$ cat src/design/asmg_defs.vh
// Constants for the grouped-select SRAM module host controller
`ifndef ASMG_DEFS_VH
`define ASMG_DEFS_VH
// Clock period in ns (20 MHz)
`define ASMG_CLK_NS 50
// Minimum read access time in ns
`define ASMG_T_ACC_NS 45
// Minimum write pulse (overlap) in ns
`define ASMG_T_WP_NS 40
// Address setup before write in ns
`define ASMG_T_AS_NS 5
// Data hold and address hold after write end in ns
`define ASMG_T_DH_NS 5
// Output turn-off after read in ns
`define ASMG_T_HZ_NS 35
// Cycle counts, least times rounded up, never below one
`define ASMG_CNT(t) ((((t) + `ASMG_CLK_NS - 1) / `ASMG_CLK_NS) < 1 ? 1 : \
  (((t) + `ASMG_CLK_NS - 1) / `ASMG_CLK_NS))
`define ASMG_ACC_CYC `ASMG_CNT(`ASMG_T_ACC_NS)
`define ASMG_WP_CYC `ASMG_CNT(`ASMG_T_WP_NS)
`define ASMG_AS_CYC `ASMG_CNT(`ASMG_T_AS_NS)
`define ASMG_DH_CYC `ASMG_CNT(`ASMG_T_DH_NS)
`define ASMG_HZ_CYC `ASMG_CNT(`ASMG_T_HZ_NS)
// Bus widths and group layout
`define ASMG_AW 16
`define ASMG_DW 16
`define ASMG_NG 4
`define ASMG_GW 4
// Reset values of pins
`define ASMG_SEL_IDLE 4'hF
`endif

$ cat src/design/asmg_host.v
// Host controller for the grouped-select asynchronous SRAM module
// Function
// - Time setup and hold from overlap edges
// - Select or strobe high during address change
// - Address valid before select falls
// - Address timing from last valid line
`include "asmg_defs.vh"
`timescale 1ns/1ns
`default_nettype none
module asmg_host (
  // Clock and reset
  input wire MCLK,
  input wire RST_N,
  // User request port
  input wire REQ,
  input wire REQ_WR,
  input wire [`ASMG_AW-1:0] REQ_ADDR,
  input wire [`ASMG_NG-1:0] REQ_GRP,
  input wire [`ASMG_DW-1:0] REQ_WDATA,
  output reg REQ_BUSY,
  output reg RSP_VALID,
  output reg [`ASMG_DW-1:0] RSP_RDATA,
  // Memory module pins
  output reg [`ASMG_AW-1:0] MEM_ADDR,
  output reg [`ASMG_NG-1:0] MEM_GROUP_SELECT_N,
  output reg MEM_WRITE_N,
  output reg [`ASMG_DW-1:0] MEM_DQ_OUT,
  output reg [`ASMG_DW-1:0] MEM_DQ_OE_N,
  input wire [`ASMG_DW-1:0] MEM_DQ_IN
);
  // One-hot states
  localparam [6:0] ST_IDLE = 7'h01; // Waiting for request
  localparam [6:0] ST_RSET = 7'h02; // Address settles before select
  localparam [6:0] ST_RACC = 7'h04; // Read access window
  localparam [6:0] ST_RHZ = 7'h08; // Wait for device to release bus
  localparam [6:0] ST_WSET = 7'h10; // Strobe low, address and data set
  localparam [6:0] ST_WPUL = 7'h20; // Write overlap pulse
  localparam [6:0] ST_WHLD = 7'h40; // Hold after write ends
  // Counter width covers the longest wait plus synchroniser delay
  localparam CW = 4;
  localparam [CW-1:0] SYNC_LAT = 4'h4;
  // Cycle counts as plain integers, cut to the counter width below
  localparam integer ACC_I = `ASMG_ACC_CYC;
  localparam integer WP_I = `ASMG_WP_CYC;
  localparam integer AS_I = `ASMG_AS_CYC;
  localparam integer DH_I = `ASMG_DH_CYC;
  localparam integer HZ_I = `ASMG_HZ_CYC;
  localparam [CW-1:0] ACC_N = ACC_I[CW-1:0];
  localparam [CW-1:0] WP_N = WP_I[CW-1:0];
  localparam [CW-1:0] AS_N = AS_I[CW-1:0];
  localparam [CW-1:0] DH_N = DH_I[CW-1:0];
  localparam [CW-1:0] HZ_N = HZ_I[CW-1:0];
  reg [6:0] st_ff; // Current state
  reg [6:0] nxt_st; // Next state
  reg [CW-1:0] cnt_ff; // Wait counter
  reg [CW-1:0] nxt_cnt; // Next counter
  reg wr_ff; // Latched direction
  reg [`ASMG_NG-1:0] grp_ff; // Latched active groups, high means used
  reg [`ASMG_DW-1:0] lane_ff; // Latched lanes of the groups
  wire [`ASMG_DW-1:0] dq_sync; // Synchronised read data
  // Expand group mask to data lanes, select n owns bits 4n..4n+3
  function [`ASMG_DW-1:0] grp_lanes;
    input [`ASMG_NG-1:0] g;
    integer k;
    begin
      grp_lanes = {`ASMG_DW{1'b0}};
      for (k = 0; k < `ASMG_DW; k = k + 1)
        grp_lanes[k] = g[k / `ASMG_GW];
    end
  endfunction
  // Read data crosses in from the pins
  asmg_sync #(
    .W(`ASMG_DW)
  ) u_sync (
    .clk(MCLK),
    .rst_n(RST_N),
    .din(MEM_DQ_IN),
    .dout(dq_sync)
  );
  // Next-state logic
  always @*
  begin
    nxt_st = st_ff;
    nxt_cnt = cnt_ff;
    case (st_ff)
      ST_IDLE:
      begin
        // Request with no group set is ignored
        if (REQ && (REQ_GRP != 4'h0))
        begin
          nxt_st = REQ_WR ? ST_WSET : ST_RSET;
          nxt_cnt = REQ_WR ? AS_N : 4'h1;
        end
      end
      ST_RSET:
      begin
        nxt_st = ST_RACC;
        nxt_cnt = ACC_N + SYNC_LAT;
      end
      ST_RACC:
      begin
        if (cnt_ff == 4'h1)
        begin
          nxt_st = ST_RHZ;
          nxt_cnt = HZ_N;
        end
        else
          nxt_cnt = cnt_ff - 4'h1;
      end
      ST_RHZ:
      begin
        if (cnt_ff == 4'h1)
          nxt_st = ST_IDLE;
        else
          nxt_cnt = cnt_ff - 4'h1;
      end
      ST_WSET:
      begin
        if (cnt_ff == 4'h1)
        begin
          nxt_st = ST_WPUL;
          nxt_cnt = WP_N;
        end
        else
          nxt_cnt = cnt_ff - 4'h1;
      end
      ST_WPUL:
      begin
        if (cnt_ff == 4'h1)
        begin
          nxt_st = ST_WHLD;
          nxt_cnt = DH_N;
        end
        else
          nxt_cnt = cnt_ff - 4'h1;
      end
      ST_WHLD:
      begin
        if (cnt_ff == 4'h1)
          nxt_st = ST_IDLE;
        else
          nxt_cnt = cnt_ff - 4'h1;
      end
      default:
      begin
        nxt_st = ST_IDLE;
        nxt_cnt = 4'h0;
      end
    endcase
  end
  // State, latches and pin registers
  always @(posedge MCLK or negedge RST_N)
  begin
    if (!RST_N)
    begin
      st_ff <= ST_IDLE;
      cnt_ff <= 4'h0;
      wr_ff <= 1'b0;
      grp_ff <= 4'h0;
      lane_ff <= 16'h0000;
      REQ_BUSY <= 1'b0;
      RSP_VALID <= 1'b0;
      RSP_RDATA <= 16'h0000;
      MEM_ADDR <= 16'h0000;
      MEM_GROUP_SELECT_N <= `ASMG_SEL_IDLE;
      MEM_WRITE_N <= 1'b1;
      MEM_DQ_OUT <= 16'h0000;
      MEM_DQ_OE_N <= 16'hFFFF;
    end
    else
    begin
      st_ff <= nxt_st;
      cnt_ff <= nxt_cnt;
      RSP_VALID <= 1'b0;
      REQ_BUSY <= (nxt_st != ST_IDLE);
      // Capture a request; address changes only with all selects high
      if ((st_ff == ST_IDLE) && (nxt_st != ST_IDLE))
      begin
        wr_ff <= REQ_WR;
        grp_ff <= REQ_GRP;
        lane_ff <= grp_lanes(REQ_GRP);
        MEM_ADDR <= REQ_ADDR;
        MEM_DQ_OUT <= REQ_WDATA;
      end
      // Select pins from next state, per group
      if ((nxt_st == ST_RACC) || (nxt_st == ST_WPUL))
        MEM_GROUP_SELECT_N <= ~((st_ff == ST_IDLE) ? REQ_GRP : grp_ff);
      else
        MEM_GROUP_SELECT_N <= `ASMG_SEL_IDLE;
      // Strobe low through the setup cycle and the write overlap
      MEM_WRITE_N <= ~((nxt_st == ST_WSET) || (nxt_st == ST_WPUL));
      // Host drives lanes while strobe is low and through the hold cycle,
      // when all selects are high, so the device never drives meanwhile
      if ((nxt_st == ST_WSET) || (nxt_st == ST_WPUL) || (nxt_st == ST_WHLD))
        MEM_DQ_OE_N <= ~((st_ff == ST_IDLE) ? grp_lanes(REQ_GRP) : lane_ff);
      else
        MEM_DQ_OE_N <= 16'hFFFF;
      // Sample read data at end of access
      if ((st_ff == ST_RACC) && (cnt_ff == 4'h1) && !wr_ff)
      begin
        RSP_VALID <= 1'b1;
        RSP_RDATA <= dq_sync & lane_ff;
      end
    end
  end
  // Every select fall starts a fresh access; device
  // powers down alone, address is stable for the whole access
endmodule // asmg_host
`default_nettype wire

$ cat src/design/asmg_sync.v
// Three-stage input synchroniser with agreement filter
`timescale 1ns/1ns
`default_nettype none
module asmg_sync #(
  parameter W = 16
) (
  // Clock and reset
  input wire clk,
  input wire rst_n,
  // Raw and filtered data
  input wire [W-1:0] din,
  output reg [W-1:0] dout
);
  reg [W-1:0] s1_ff; // First stage, read only by second
  reg [W-1:0] s2_ff; // Second stage
  reg [W-1:0] s3_ff; // Third stage
  integer i;
  // Shift chain; a bit changes when stages two and three agree
  always @(posedge clk or negedge rst_n)
  begin
    if (!rst_n)
    begin
      s1_ff <= {W{1'b0}};
      s2_ff <= {W{1'b0}};
      s3_ff <= {W{1'b0}};
      dout <= {W{1'b0}};
    end
    else
    begin
      s1_ff <= din;
      s2_ff <= s1_ff;
      s3_ff <= s2_ff;
      for (i = 0; i < W; i = i + 1)
      begin
        // Only accept agreed values
        if (s2_ff[i] == s3_ff[i])
          dout[i] <= s3_ff[i];
      end
    end
  end
endmodule // asmg_sync
`default_nettype wire

$ cat config.mk
export PLATFORM = sky130hd
export DESIGN_NAME = asmg_host
export DESIGN_NICKNAME = d
export VERILOG_FILES = /design/src/design/asmg_host.v /design/src/design/asmg_sync.v
export VERILOG_INCLUDE_DIRS = /design/src /design/src/design
export SDC_FILE = /design/constraint.sdc
export NUM_CORES = 1
export LEC_CHECK = 0
export BUFFER_PORTS_ARGS = -buffer_cell sky130_fd_sc_hd__buf_2
export CAP_MARGIN = 20
export CORE_MARGIN = 4
export CORE_UTILIZATION = 53
export CTS_CLUSTER_SIZE = 12
export DETAILED_ROUTE_END_ITERATION = 10
export GPL_ROUTABILITY_DRIVEN = 0
export GPL_TIMING_DRIVEN = 1
export MAX_ROUTING_LAYER = met4
export PLACE_DENSITY = 0.77
export SYNTH_ARGS = -nofsm -noshare
export SYNTH_HDL_FRONTEND = slang
export SYNTH_SLANG_ARGS = --single-unit
$ cat constraint.sdc
create_clock -name MCLK -period 2.45 [get_ports MCLK]
set_input_delay 0.49 -clock MCLK [delete_from_list [all_inputs] [get_ports MCLK]]
set_output_delay 0.49 -clock MCLK [all_outputs]
set_load 0.005 [all_outputs]
==> impl_summary.md <==
Outcome
The run finished with clean final reports.

Clocking
The number of clock buffers inserted by TritonCTS is 17. The longest clock path from root to sink contains 2 buffers. The clock reaches the later pin of the worst-skew pair after 0.51 ns.

The H-tree was split into 4 levels. The CTS root buffer is clkbuf_8. In this run the post-CTS setup repair buffer count came out at 0. TritonCTS built the clock tree. The sink count of the clock tree is around 140. The clock-pin slew on the worst setup and hold paths is approximately 0.060 ns.

Die
The core area is roughly 9300 sq um. The initial core utilization is approximately 55%. The die is between 100 and 150 um tall. The top-level port count is ~130. From left edge to right edge, the die measures ~110 um.

After floorplanning, the core was divided into 35 placement rows. The full die area is between 10,000 and 15,000 sq um.

Critical path
Traced cell by cell, the critical path runs through inv_1, ha_1, nor3b_2, nand2_1, or3_1, nand2_1, nand2_1. The worst stage delay on the critical path is approximately 0.62 ns. For the worst setup path, the data required time is roughly 2.8 ns. The kind of cell adding the most delay to the critical path is simple AND/OR/NAND/NOR gates. The critical path buffer and inverter count is 1.

The critical-path cell with the highest stage delay is or3_1. The critical path starts at cnt_ff[1]. The launch point of the worst reg-to-reg path is cnt_ff[1]. The critical path class is reg -> reg.

The worst setup path is launched from a flop. The data arrival time of the worst path is about 2.5 ns. STA classifies the critical path endpoint as a flop.

The most repeated library cell on the critical path is nand2_1. The peak fanout along the critical path is 16.

Finish
The area growth from synthesis to layout is 26.02%. The number of nets in the layout is 625. The number of fill cells is around 660. The repair_antennas step left the layout with diodes totalling 0.

The leading cell type in the layout, fill and taps excluded is nand2_1. The fraction of layout cells with a size suffix above 1 is between 30% and 40%. In the layout the commonest cells are nand2_1, dfrtp_1, buf_2, nand3_1.

Synth
The distinct cell type count after synthesis is 49. By area the synthesized netlist is led by dfrtp_1, nand2_1, dfstp_2, maj3_1, buf_4. After synthesis, flip-flops and latches occupy around 68% of the total area.

During synthesis, Yosys emitted a total of 0 warnings. The average instance area after synthesis is about 12 sq um. Summing every instance area after synthesis gives roughly 5100 sq um. The library cell with the largest summed area after synthesis is dfrtp_1. Counting every instance in the synthesized netlist gives approximately 440. The number of synthesized flops with an enable pin is 0. Counting flops with an async set or reset pin after synthesis yields a share of 100.0%. Among all flip-flop cells after synthesis, the most frequent one is dfrtp_1. Synthesis inferred 139 register bits. Synthesis produced a netlist with a net count of 500. The top-area cell type share of the netlist area is about 63%.

Global routing
The met1 global-route usage is 26.00%. The combined global-route utilization of all metal layers is 20.57%. The via count of the first global-routing pass is roughly 3,700. The wire length of the first global-routing pass is 17,910 um. met2 is the most crowded layer.

The total overflow reported by the global router is 0. The maximum number of pins on one net before global-route repair is 51. The initial antenna violation count is 0.

The global-route met3 utilization is about 5.1%. The met2 track demand over resource is between 30% and 40%.

Timing
Setup repair after global routing left no endpoint under its margin. The time the final worst path needs with I/O delays and setup is 2.110 ns. The final setup slack of the worst path is 0.3403 ns. The final setup violation count is 0. The transition time of the tightest slew-check pin is roughly 0.55 ns.

Setup total negative slack on the finished layout was measured at 0 ns. The final number of hold-violating endpoints is 0. The count of final max-slew check failures is 0. In the finished design, the share of the clock period the worst path needs comes to a little under nine tenths. Headroom to the max-slew limit came out at a little over three fifths. For this run, the top clock speed supported by timing is roughly 0.47 GHz. Between clock sinks in the finished design, the worst skew comes to 0.01002 ns.

Route
The first detailed-routing pass took 5 iterations. Dividing the detail-routed via count by the number of cells gives about 5.1. The average wire length per cell after detail routing is 15.29 um. The total wirelength of the detailed-routed design is roughly 11,000 um.

The number of vias after detailed routing is approximately 3,600. In this run the remaining antenna-violating nets after routing total 0. After detailed routing, the number of remaining DRC violations is 0. The violation count after the first detailed-route iteration is between 150 and 200.

Power and ir drop
The power per unit of standard cell area is ~1200 nW/um^2. The worst-case IR drop observed on VDD is ~0.56 mV. The static power due to leakage is 3.268 nW.

Run
Max-cap violations in this run came to 0.

Worst hold path
The classification of the worst-slack hold path is in -> reg. The hold path startpoint is MEM_DQ_IN[7].

Placed design
After legalization and detailed placement, the total HPWL measured 7468 um. In this run the tool buffered the top-level ports with around 130 buffer cells. Timing analysis after detailed placement gives a worst setup slack of about 0.34 ns.
path summary, 6_finish.rpt:
check                           slack [ns]         endpoint  depth (start not counted)
worst max-delay path                  0.34    RSP_RDATA[11]                          7
worst min-delay path                  0.08  u_sync.s1_ff[7]                          1
min in group asynchronous             0.49   u_sync.dout[0]                          2
max in group asynchronous             1.26      MEM_WRITE_N                          3
worst max register to register        0.34    RSP_RDATA[11]                          7
worst min register to register        0.34  u_sync.s2_ff[8]                          0
kinds of logic after synthesis:
family	after synthesis	share of synthesized area [%]
xor gates and xnor gates	3	0.5108
DFF	139	67.85
muxes	6	1.313
AOI/OAI and AO/OA	31	4.523
and+or+nand+nor	211	18.17
buffers and inverters	34	4.037
adders and majority gates	18	3.599
worst reg2reg max path, delay by kind of cell, from the launching register on:
kind,cells,cell delay [ns]
DFF,1,0.38
adders and majority gates,1,0.17
and+or+nand+nor,5,1.36
buffers and inverters,1,0.09
layout make-up:
class	instances	area (sq um)	area share [%]
multi-input combinational	269	1446	22.31
clock buffer	20	425.4	6.561
timing repair buffer	134	724.4	11.17
sequential	139	3491	53.84
clock inverter	12	212.7	3.281
tap	129	161.4	2.489
inverter	6	22.52	0.3474
timing repair:
item                                   4_1_cts  5_1_grt
gates resized for setup                      0        0
hold buffers                                 1        0
endpoints found under the hold margin       38        0
registers in the layout, indices dropped and copies added (netlist names), 7 cells and up:
register      count
MEM_ADDR         16
MEM_DQ_OUT       16
RSP_RDATA        16
st_ff             7
u_sync.dout      16
u_sync.s1_ff     16
u_sync.s2_ff     16
u_sync.s3_ff     16
metrics by stage:
step	util (%)	total power, mW	hold slack [ns]	instance area [sq um]	instances
finish	69.51	7.922	0.08284	6484	709
global route	69.51	8.397	0.05799	6484	709
CTS	69.51	7.991	0.06030	6484	709
detailed placement	62.56	5.216	0.3347	5836	676
global placement	62.56	5.122	0.3315	5836	676
floorplan	-	4.445	0.1944	5145	442
cell usage after synthesis, types with 4 or more instances:
library cell  number
nor2b_1            4
inv_1              6
maj3_1            16
nand2b_1           6
nand3_1           19
dfstp_2           10
a21oi_1            4
nor2_1            12
buf_4             13
mux2_2             5
buf_2              7
nand2_1          152
dfrtp_1          129
o21ai_0            5
power by group:
| group | switching (mW) | leakage, nW | internal, mW |
|---|---|---|---|
| Clock | 0.952 | 0.307 | 1.78 |
| Sequential | 0.397 | 1.69 | 2.84 |
| Combinational | 1.10 | 1.27 | 0.852 |
per-layer routing:
layer | wire length (um) | up-vias | part of all wire [%]
met2 | 5527 | 145 | 51
met3 | 589 | 23 | 5.4
li1 | - | 1698 | -
met1 | 4532 | 1735 | 42
met4 | 193 | 0 | 1.8
met5 | 0 | - | 0
No activity file was read; power rests on OpenSTA's default activity.
